### src/hdl/sc_ctrl_pkg.sv
/*
  constants for the low select code control block: register map, command word layout, instruction codes,
  status bit positions and reset values.
  assumes one AHB-Lite bus with 32-bit data and a single clock hclk.
*/
// Summary of operation
// - set flag at code 00 enables type three
// - clear flag at code 00 disables type three
// - flag-set test at 00 skips when enabled
// - flag-clear test at 00 skips when disabled
// - set control at 05 enables parity interrupts
// - clear control at 05 disables parity interrupts
// - flag at 05 selects even sense, tests
// - flag-clear test at 05 skips when odd
// - flag-set test at 04 skips if power good
// - flag-clear test at 04 skips on power fail
// - set control at 07 enables protect; clear ignored
// - output to code 2, value 1-7: diagnose
package sc_ctrl_pkg;
	// -----------------------------------------------
	// register map (byte addresses)
	// -----------------------------------------------
	localparam logic [7:0] cmd_addr = 8'h00;
	localparam logic [7:0] status_addr = 8'h04;
	localparam logic [7:0] global_addr = 8'h08;
	// -----------------------------------------------
	// command word layout
	// -----------------------------------------------
	localparam int op_lsb = 0;
	localparam int op_width = 4;
	localparam int sc_lsb = 8;
	localparam int sc_width = 3;
	localparam int acc_lsb = 16;
	localparam int acc_width = 16;
	// instruction codes
	localparam logic [3:0] op_none = 4'h0;
	localparam logic [3:0] set_control_instr = 4'h1;
	localparam logic [3:0] clear_control_instr = 4'h2;
	localparam logic [3:0] set_flag_instr = 4'h3;
	localparam logic [3:0] clear_flag_instr = 4'h4;
	localparam logic [3:0] skip_if_flag_set_instr = 4'h5;
	localparam logic [3:0] skip_if_flag_clear_instr = 4'h6;
	localparam logic [3:0] accumulator_output_instr = 4'h7;
	// select codes handled here
	localparam logic [2:0] sc_type3 = 3'h0;
	localparam logic [2:0] sc_global = 3'h2;
	localparam logic [2:0] sc_power = 3'h4;
	localparam logic [2:0] sc_parity = 3'h5;
	localparam logic [2:0] sc_protect = 3'h7;
	// diagnose values span this range of the accumulator
	localparam logic [15:0] diag_lo = 16'h0001;
	localparam logic [15:0] diag_hi = 16'h0007;
	// -----------------------------------------------
	// status bit positions
	// -----------------------------------------------
	localparam int st_type3 = 0;
	localparam int st_parity_int = 1;
	localparam int st_parity_even = 2;
	localparam int st_protect = 3;
	localparam int st_diag = 4;
	localparam int st_diag_code = 5;
	localparam int st_skip = 8;
	localparam int st_power_ok = 9;
	// -----------------------------------------------
	// reset values
	// -----------------------------------------------
	localparam logic rst_type3 = 1'b0;
	localparam logic rst_parity_int = 1'b0;
	localparam logic rst_parity_even = 1'b0;
	localparam logic rst_protect = 1'b0;
	localparam logic [15:0] rst_global = 16'h0000;
	localparam int sync_stages = 2;
endpackage

### src/hdl/level_sync.sv
/*
  two flip-flop synchroniser for one level from outside the hclk domain.
  assumes the level is held long enough to be seen by at least one hclk edge.
*/
`timescale 1ns/100ps
`default_nettype none
module level_sync
(
	input wire logic clk,
	input wire logic rst_n,
	input wire logic async_in,
	output logic sync_out
);
	logic meta;
	logic next_meta;
	logic next_sync_out;
	// first stage is read only by the second
	always_comb
	begin
		next_meta = async_in;
		next_sync_out = meta;
	end
	always_ff @(posedge clk or negedge rst_n)
	begin
		if (!rst_n)
		begin
			meta <= 1'b0;
			sync_out <= 1'b0;
		end
		else
		begin
			meta <= next_meta;
			sync_out <= next_sync_out;
		end
	end
endmodule
`default_nettype wire

### src/hdl/sc_ctrl.sv
/*
  low select code control: software writes an instruction word (operation, select code, accumulator) to the
  command register; the block keeps the interrupt enables, parity sense, protect enable, diagnose mode and the
  result of the last skip test.
  assumes an AHB-Lite master on hclk, a power fail pin from outside the clock domain, and interrupt request and
  parity detect levels from logic on hclk.
*/
`timescale 1ns/100ps
`default_nettype none
module sc_ctrl
(
	input wire logic hclk,
	input wire logic hresetn,
	input wire logic hsel,
	input wire logic [31:0] haddr,
	input wire logic [1:0] htrans,
	input wire logic hwrite,
	input wire logic [2:0] hsize,
	input wire logic [31:0] hwdata,
	input wire logic hready,
	output logic [31:0] hrdata,
	output logic hreadyout,
	output logic hresp,
	input wire logic power_fail_pin,
	input wire logic type3_irq_req,
	input wire logic parity_err_det,
	output logic type3_irq_grant,
	output logic parity_irq,
	output logic parity_even_sense,
	output logic mem_protect_en,
	output logic diag_mode,
	output logic [2:0] diag_code,
	output logic skip_next
);
	import sc_ctrl_pkg::*;

	// -----------------------------------------------
	// bus slave
	// -----------------------------------------------
	logic wr_pend;
	logic [7:0] wr_addr;
	logic next_wr_pend;
	logic [7:0] next_wr_addr;
	logic [31:0] next_hrdata;
	logic addr_phase;
	logic power_fail;
	logic type3_en;
	logic parity_int_en;
	logic skip_taken;
	logic [15:0] global_reg;
	logic [31:0] status_word;

	level_sync u_pf_sync
	(
		.clk(hclk),
		.rst_n(hresetn),
		.async_in(power_fail_pin),
		.sync_out(power_fail)
	);

	// any access size; hsize is not decoded, so other sizes are answered and treated the same as words
	assign addr_phase = hsel && htrans[1] && hready;

	// status view of the block's own state
	always_comb
	begin
		status_word = 32'h0000_0000;
		status_word[st_type3] = type3_en;
		status_word[st_parity_int] = parity_int_en;
		status_word[st_parity_even] = parity_even_sense;
		status_word[st_protect] = mem_protect_en;
		status_word[st_diag] = diag_mode;
		status_word[st_diag_code +: 3] = diag_code;
		status_word[st_skip] = skip_taken;
		status_word[st_power_ok] = !power_fail;
	end

	// read data is fetched in the address phase so it stands through the data phase
	always_comb
	begin
		next_wr_pend = addr_phase && hwrite;
		next_wr_addr = addr_phase ? haddr[7:0] : wr_addr;
		next_hrdata = hrdata;
		if (addr_phase && !hwrite)
		begin
			unique case (haddr[7:0])
				status_addr: next_hrdata = status_word;
				global_addr: next_hrdata = {16'h0000, global_reg};
				default: next_hrdata = 32'h0000_0000; // command and unmapped read zero
			endcase
		end
	end

	always_ff @(posedge hclk or negedge hresetn)
	begin
		if (!hresetn)
		begin
			wr_pend <= 1'b0;
			wr_addr <= 8'h00;
			hrdata <= 32'h0000_0000;
			hreadyout <= 1'b1;
			hresp <= 1'b0;
		end
		else
		begin
			wr_pend <= next_wr_pend;
			wr_addr <= next_wr_addr;
			hrdata <= next_hrdata;
			hreadyout <= 1'b1; // zero wait states, always OKAY
			hresp <= 1'b0;
		end
	end

	// -----------------------------------------------
	// instruction execution
	// -----------------------------------------------
	logic exec;
	logic [3:0] cmd_op;
	logic [2:0] cmd_sc;
	logic [15:0] cmd_acc;
	logic next_type3_en;
	logic next_parity_int_en;
	logic next_parity_even;
	logic next_protect;
	logic next_diag_mode;
	logic [2:0] next_diag_code;
	logic [15:0] next_global;
	logic next_skip_taken;
	logic next_skip_next;
	logic next_type3_grant;
	logic next_parity_irq;

	function automatic logic is_op(input logic [3:0] op, input logic [2:0] sc, input logic [3:0] want_op,
		input logic [2:0] want_sc);
		is_op = (op == want_op) && (sc == want_sc);
	endfunction

	assign exec = wr_pend && (wr_addr == cmd_addr);
	assign cmd_op = hwdata[op_lsb +: op_width];
	assign cmd_sc = hwdata[sc_lsb +: sc_width];
	assign cmd_acc = hwdata[acc_lsb +: acc_width];

	// one instruction per command write; codes not listed behave as no-operation
	always_comb
	begin
		next_type3_en = type3_en;
		next_parity_int_en = parity_int_en;
		next_parity_even = parity_even_sense;
		next_protect = mem_protect_en;
		next_diag_mode = diag_mode;
		next_diag_code = diag_code;
		next_global = global_reg;
		next_skip_taken = skip_taken;
		next_skip_next = 1'b0;
		if (exec)
		begin
			if (is_op(cmd_op, cmd_sc, set_flag_instr, sc_type3))
				next_type3_en = 1'b1;
			if (is_op(cmd_op, cmd_sc, clear_flag_instr, sc_type3))
				next_type3_en = 1'b0;
			if (is_op(cmd_op, cmd_sc, set_control_instr, sc_parity))
				next_parity_int_en = 1'b1;
			if (is_op(cmd_op, cmd_sc, clear_control_instr, sc_parity))
				next_parity_int_en = 1'b0;
			if (is_op(cmd_op, cmd_sc, set_flag_instr, sc_parity))
				next_parity_even = 1'b1;
			if (is_op(cmd_op, cmd_sc, clear_flag_instr, sc_parity))
				next_parity_even = 1'b0;
			// clear control at this code deliberately leaves protect on
			if (is_op(cmd_op, cmd_sc, set_control_instr, sc_protect))
				next_protect = 1'b1;
			if (is_op(cmd_op, cmd_sc, accumulator_output_instr, sc_global))
			begin
				if (cmd_acc >= diag_lo && cmd_acc <= diag_hi)
				begin
					next_diag_mode = 1'b1;
					next_diag_code = cmd_acc[2:0];
				end
				else
					next_global = cmd_acc;
			end
			// clear control at code 00 is the system reset of this state
			if (is_op(cmd_op, cmd_sc, clear_control_instr, sc_type3))
			begin
				next_type3_en = rst_type3;
				next_parity_int_en = rst_parity_int;
				next_parity_even = rst_parity_even;
				next_protect = rst_protect;
				next_diag_mode = 1'b0;
				next_diag_code = 3'h0;
				next_global = rst_global;
			end
			if (cmd_op == skip_if_flag_set_instr || cmd_op == skip_if_flag_clear_instr)
			begin
				next_skip_taken = 1'b0;
				unique case (cmd_sc)
					sc_type3: next_skip_taken = (cmd_op == skip_if_flag_set_instr) ? type3_en : !type3_en;
					sc_power: next_skip_taken = (cmd_op == skip_if_flag_set_instr) ? !power_fail : power_fail;
					sc_parity: next_skip_taken = (cmd_op == skip_if_flag_set_instr) ? parity_even_sense : !parity_even_sense;
					default: next_skip_taken = 1'b0; // other codes never skip
				endcase
				next_skip_next = next_skip_taken;
			end
		end
	end

	// grants follow the enables; a disabled class is simply not passed on
	always_comb
	begin
		next_type3_grant = type3_irq_req && next_type3_en;
		next_parity_irq = parity_err_det && next_parity_int_en;
	end

	always_ff @(posedge hclk or negedge hresetn)
	begin
		if (!hresetn)
		begin
			type3_en <= rst_type3;
			parity_int_en <= rst_parity_int;
			parity_even_sense <= rst_parity_even;
			mem_protect_en <= rst_protect;
			diag_mode <= 1'b0;
			diag_code <= 3'h0;
			global_reg <= rst_global;
			skip_taken <= 1'b0;
			skip_next <= 1'b0;
			type3_irq_grant <= 1'b0;
			parity_irq <= 1'b0;
		end
		else
		begin
			type3_en <= next_type3_en;
			parity_int_en <= next_parity_int_en;
			parity_even_sense <= next_parity_even;
			mem_protect_en <= next_protect;
			diag_mode <= next_diag_mode;
			diag_code <= next_diag_code;
			global_reg <= next_global;
			skip_taken <= next_skip_taken;
			skip_next <= next_skip_next;
			type3_irq_grant <= next_type3_grant;
			parity_irq <= next_parity_irq;
		end
	end
endmodule
`default_nettype wire

### config.mk
export PLATFORM = sky130hd
export DESIGN_NAME = sc_ctrl
export DESIGN_NICKNAME = d
export VERILOG_FILES = /design/src/hdl/sc_ctrl_pkg.sv /design/src/hdl/level_sync.sv /design/src/hdl/sc_ctrl.sv
export SDC_FILE = /design/constraint.sdc
export NUM_CORES = 1
export LEC_CHECK = 0
export ABC_AREA = 1
export ABC_CLOCK_PERIOD_IN_PS = 3200
export BUFFER_PORTS_ARGS = -buffer_cell sky130_fd_sc_hd__buf_2
export CORE_ASPECT_RATIO = 1.2
export CORE_MARGIN = 10
export CORE_UTILIZATION = 54
export CTS_BUF_LIST = sky130_fd_sc_hd__clkbuf_8
export DETAILED_ROUTE_END_ITERATION = 8
export PLACE_DENSITY = 0.85
export SLEW_MARGIN = 20
export SYNTH_ARGS = -nofsm -noshare
export SYNTH_HDL_FRONTEND = slang
export SYNTH_SLANG_ARGS = --single-unit
### constraint.sdc
create_clock -name hclk -period 3.2 [get_ports hclk]
set_clock_uncertainty 0.1 [all_clocks]
set_input_delay 0.48 -clock hclk [delete_from_list [all_inputs] [get_ports hclk]]
set_output_delay 0.48 -clock hclk [all_outputs]
set_load 0.01 [all_outputs]
==> flow_summary.ini, run 1 <==
[status]
outcome = complete, no violations

[worst_setup_path]
crit_family = simple AND/OR/NAND/NOR gates
cp.arrival_ns = 1.81
worst_setup_path_start_kind = input port
r2r_slack_ns = 1.65
criticalPathCategory = input port to flip-flop
r2r-end = global_reg[3]
cp_num_buf_inv = 1
cp_max_fo = 18
reg2reg_from = wr_addr[1]
worst_setup_path_end_kind = flip-flop
slowest_delay_ns = 0.68
path_cells = buf_2 -> nand3_2 -> nor4_4 -> nand3_1 -> nand2_1
rr_worst_depth = 7
worstPathRequired_ns = 3.34
slowest_stage = nor4_4

[placed_design]
gp_congestion = 0.861
io_buffers = 64
dp_hpwl_um = 5470

[timing]
maxSlewViolCount = 0
setup_violations = 0
period_needed_ns = 1.67
tns_ns = 0
rsz0062_at_grt = false
whs_ns = 0.178
hold_violations = 0
worstMarginPinSlew_ns = 0.872
fmax_ghz = 0.600
relSlewSlack_pct = 41.9
fin_crit_sh_pct = 52.1

[synth]
yosys.area_share.simple_pct = 37.4
synth_top_family_by_area = simple AND/OR/NAND/NOR gates
synth-seq-cells = 55
synth.most_common_cell = nand3_1
yosys-top-cells-area = dfrtp_1 47%, nand3_1 15%, nand2_1 10%
synth_top_cell_area_share_pct = 47.0
synthFlopType = dfrtp_1
synth_warnings = 0
yosysTopAreaCell = dfrtp_1
netlist_area_um2 = 2930
synth_xor_area_share_pct = 0
yosysSeqAreaShare_pct = 47.0
synth_area_per_cell_um2 = 8.09
synthTopCellsByCount = 88 x nand3_1, 78 x nand2_1, 55 x dfrtp_1, 37 x inv_1, 27 x nor2_1
synth_mux_area_share_pct = 0.385
synth-edff-count = 0
netlist-cell-type-count = 28
netlist_instances = 362
synth_compound_area_share_pct = 2.74
async_reset_ff_share_pct = 100
synthAdderAreaFrac_pct = 0

[clocking]
cts_made_buffers = 5
cts_setup_buffers = 0
worstSkewPairLatency_ns = 0.30
holdBufCountCts = 0
root_buffer = clkbuf_8
clk_pin_slew_ns = 0.09
cts.sinks = 55
cts_buffer_depth = 2
h-tree-depth = 2
cts_tree = done
cts.repair.resized = 0

[grt]
grt_start_max_net_pins = 42
track_usage_pct = 15.7
grt_pass1_wl_um = 11400
overflow = 0
antenna_found_initial = 0
grt_pass1_vias = 2578

[run]
cap_violations = 0

[routing]
wl_per_cell_um = 13.8
via_per_inst = 5.17
drc = 0
drt_iter0_drc = 192
final_antenna_net_count = 0
dr.pass1.iters = 4
vias = 2529
postRouteWirelength_um = 6760

[pwr]
p_leak_uw = 0.00191
ir_worst_vdd_mv = 0.232
pwr_density_cell_nw_per_um2 = 370

[min_path]
min_path_type = input port to async pin

[die]
io_pins = 120
dieHeight_um = 101
die_area_um2 = 8780
initial_core_util_pct = 55.6
rows = 29
core_area_um2 = 5260
die_w_um = 87.2

[layout]
layout-drive-gt1-share_pct = 23.0
antenna_cells = 0
nets = 503
syn_to_final_growth_pct = 12.6
[metal layers]
layer	up-vias	share of wire, %	track usage (%)
li1	1255	-	-
met1	1184	39	17.6
met2	78	52	27.9
met3	12	6.1	3.56
met4	0	2.2	6.14
met5	-	0	0
[kinds of logic (layout without fill, tap and decap cells)]
| kind of cell | count (synthesis) | after routing |
|---|---|---|
| AND/OR/NAND/NOR | 221 | 221 |
| buffers and inverters | 68 | 117 |
| flip-flops | 55 | 55 |
| AO/OA/AOI/OAI | 15 | 15 |
| other | 2 | 18 |
| multiplexers | 1 | 1 |
[how the worst max path moves through the flow]
stage | cells after the start | start | end | slack, ns
3_5_place_dp | 5 | hready | hrdata[11] | 1.20
4_1_cts | 5 | hready | hrdata[11] | 1.50
3_3_place_gp | 5 | hready | hrdata[11] | 1.22
6_report | 5 | hready | hrdata[11] | 1.53
5_1_grt | 5 | hsel | hrdata[0] | 1.33
2_1_floorplan | 9 | hwdata[3] | diag_code[0] | 1.71
[power breakdown]
group / leakage [uW] / switching (uW) / internal (uW)
Combinational: 0.00113 / 91.3 / 45.3
Sequential: 0.000733 / 13.7 / 715
Clock: 0.0000505 / 207 / 148
Total: 0.00191 / 312 / 908
[cells in the final DEF, fill, tap and decap left out, drive strengths merged, types with 5 or more instances in the layout]
| master | Yosys | routed |
|---|---|---|
| nand2 | 82 | 82 |
| nor3 | 5 | 5 |
| nor2 | 36 | 36 |
| conb | 2 | 18 |
| nand3 | 92 | 92 |
| buf | 25 | 68 |
| clkbuf | 2 | 5 |
| o21ai | 12 | 12 |
| inv | 41 | 43 |
| dfrtp | 55 | 55 |
| nand4 | 5 | 5 |
[worst register-to-register path: cells and delay by family, from the launching register on]
family	cells	cell delay [ns]
AND/OR/NAND/NOR	7	1.01
flip-flops	1	0.39
[stage by stage]
stage          util [%]  power [uW]  instances  setup slack, ns  area (um^2)
2_1_floorplan         -         829        378             1.71         2990
3_3_place_gp       61.1         873        481             1.22         3210
3_5_place_dp       61.1         878        481             1.20         3210
4_1_cts            62.6        1230        489             1.50         3300
5_1_grt            62.6        1280        489             1.33         3300
6_report           62.6        1220        489             1.53         3300
[area by class of cell]
type	count	area [um^2]
fillers	468	1970
flip-flops and latches	55	1380
multi-input cells	255	1250
repair buffers	68	350
inverters	41	156
well taps	62	77.6
clock buffers	5	68.8
clock inverters	3	12.5
(Power assumes the default switching activity.)
==> inputs of run 2 (changes only) <==
- ABC_CLOCK_PERIOD_IN_PS: 3200 -> 1700
- CORE_UTILIZATION: 54 -> 50
- PLACE_DENSITY: 0.85 -> 0.8
- clock period: 3.2 -> 1.7 ns (I/O delays scaled with it)
==> run 2 against run 1 <==
  * Via count is 1.5% lower
  * Power up 87%
  * First-iteration DRC count shrank 17%
  * Sequential power up 88%
  * Combinational power increased by 92%
  * Critical endpoint is now global_reg[14]
  * Clock-buffer cell count is the same
  * Wire length rose by 0.31%
==> flow_summary.ini, run 2 (synthesized netlist as in run 1, its figures left out) <==
[status]
outcome = complete, no violations

[die]
initial_core_util_pct = 51.7
io_pins = 120
dieHeight_um = 104
die_area_um2 = 9330
core_area_um2 = 5670
die_w_um = 89.9
rows = 30

[routing]
dr.pass1.iters = 4
drc = 0
vias = 2491
wl_per_cell_um = 13.3
final_antenna_net_count = 0
postRouteWirelength_um = 6780
drt_iter0_drc = 160
via_per_inst = 4.88

[worst_setup_path]
r2r_slack_ns = 0.14
reg2reg_from = wr_addr[7]
cp.arrival_ns = 1.71
crit_path_end = global_reg[14]
worst_setup_path_end_kind = flip-flop
rr_worst_depth = 7
worstPathRequired_ns = 1.84
worst_setup_path_start_kind = flip-flop
cp_max_fo = 19
criticalPathCategory = flip-flop to flip-flop
startpoint = wr_addr[7]
r2r-end = global_reg[14]

[layout]
most-common-layout-cells = 88 x nand3_1, 78 x nand2_1, 64 x buf_2
fillers = 530
post-route-util_pct = 59.4
layout-drive-gt1-share_pct = 23.3
finish.instance_area_um2 = 3360
layout_commonest_cell = nand3_1
syn_to_final_growth_pct = 14.9
antenna_cells = 0
nets = 508

[timing]
setup_violations = 0
fin_crit_sh_pct = 92.0
tns_ns = 0
period_needed_ns = 1.56
rsz0062_at_grt = false
maxSlewViolCount = 0
relSlewSlack_pct = 66.3
fmax_ghz = 0.640
final.setup.worst_slack_ns = 0.136
worstMarginPinSlew_ns = 0.506
hold_violations = 0

[placed_design]
gp_congestion = 0.905
placed_area_um2 = 3270
io_buffers = 64
dp_hpwl_um = 5570
dp_worst_setup_slack_ns = 0.120

[min_path]
min_path_type = input port to flip-flop

[clocking]
clk_pin_slew_ns = 0.09
cts.repair.resized = 0
cts_buffer_depth = 2
h-tree-depth = 2
cts_setup_buffers = 0
root_buffer = clkbuf_8
cts_made_buffers = 5
cts.sinks = 55
cts_tree = done
worstSkewPairLatency_ns = 0.30

[pwr]
ir_worst_vdd_mv = 0.421
p_leak_uw = 0.00193
fin_total_pwr_uw = 2280
pwr_density_cell_nw_per_um2 = 678

[grt]
overflow = 0
grt_pass1_wl_um = 11600
track_usage_pct = 14.5
grt_pass1_vias = 2576
grt_start_max_net_pins = 35
antenna_found_initial = 0

[run]
cap_violations = 0
-- run 2: changes by cell type in the layout (fill, tap and decap cells not counted), sizes merged --
cell / previous run / this run
inv: 43 / 42
dlygate4sd3: 0 / 2
buf: 68 / 71
clkinv: 1 / 0
-- run 2: layer usage --
metal	global-route usage, %	vias up	wire, um
met2	26.0	64	3490
met4	5.81	0	125
li1	-	1271	-
met5	0	-	0
met1	16.4	1146	2920
met3	2.53	10	242
-- run 2: stage by stage --
step,std cells,hold WS (ns)
2_1_floorplan,378,-0.141
5_1_grt,510,0.0617
4_1_cts,510,0.0496
3_5_place_dp,502,0.149
6_report,510,0.0509
3_3_place_gp,502,0.144
-- run 2: final cells by class --
class | count | area, um^2 | area share, %
Sequential cell | 55 | 1380 | 40.9
Multi-Input combinational cell | 255 | 1250 | 37.3
Timing Repair Buffer | 73 | 405 | 12.0
Inverter | 41 | 156 | 4.65
Tap cell | 80 | 100 | 2.98
Clock buffer | 5 | 68.8 | 2.05
Clock inverter | 1 | 3.75 | 0.112
-- run 2: critical path, stage by stage (launching register included) --
cell and delay [ns]:
dfrtp_1 0.39, nor2_1 0.14, nand2_1 0.09, nor2_2 0.21
nand2_4 0.11, nor2_8 0.23, nand3_1 0.14, nand2_1 0.08
-- run 2: repair_timing --
action	CTS	global route
hold buffers	2	0
endpoints found under the hold margin	22	0
endpoints found under the setup margin	0	0
-- run 2: worst min-delay path by stage --
stage	cells past startpoint	start	end
floorplan	0	hresetn	diag_code[0]
global placement	1	hresetn	global_reg[6]
detailed placement	1	hresetn	global_reg[5]
CTS	3	parity_err_det	parity_irq
global route	3	type3_irq_req	type3_irq_grant
finish	3	parity_err_det	parity_irq
-- run 2: power breakdown --
group / switching (uW) / internal [uW] / leakage, uW
combinational: 172 / 91.4 / 0.00116
sequential: 26.8 / 1350 / 0.000733
clock: 377 / 270 / 0.0000413
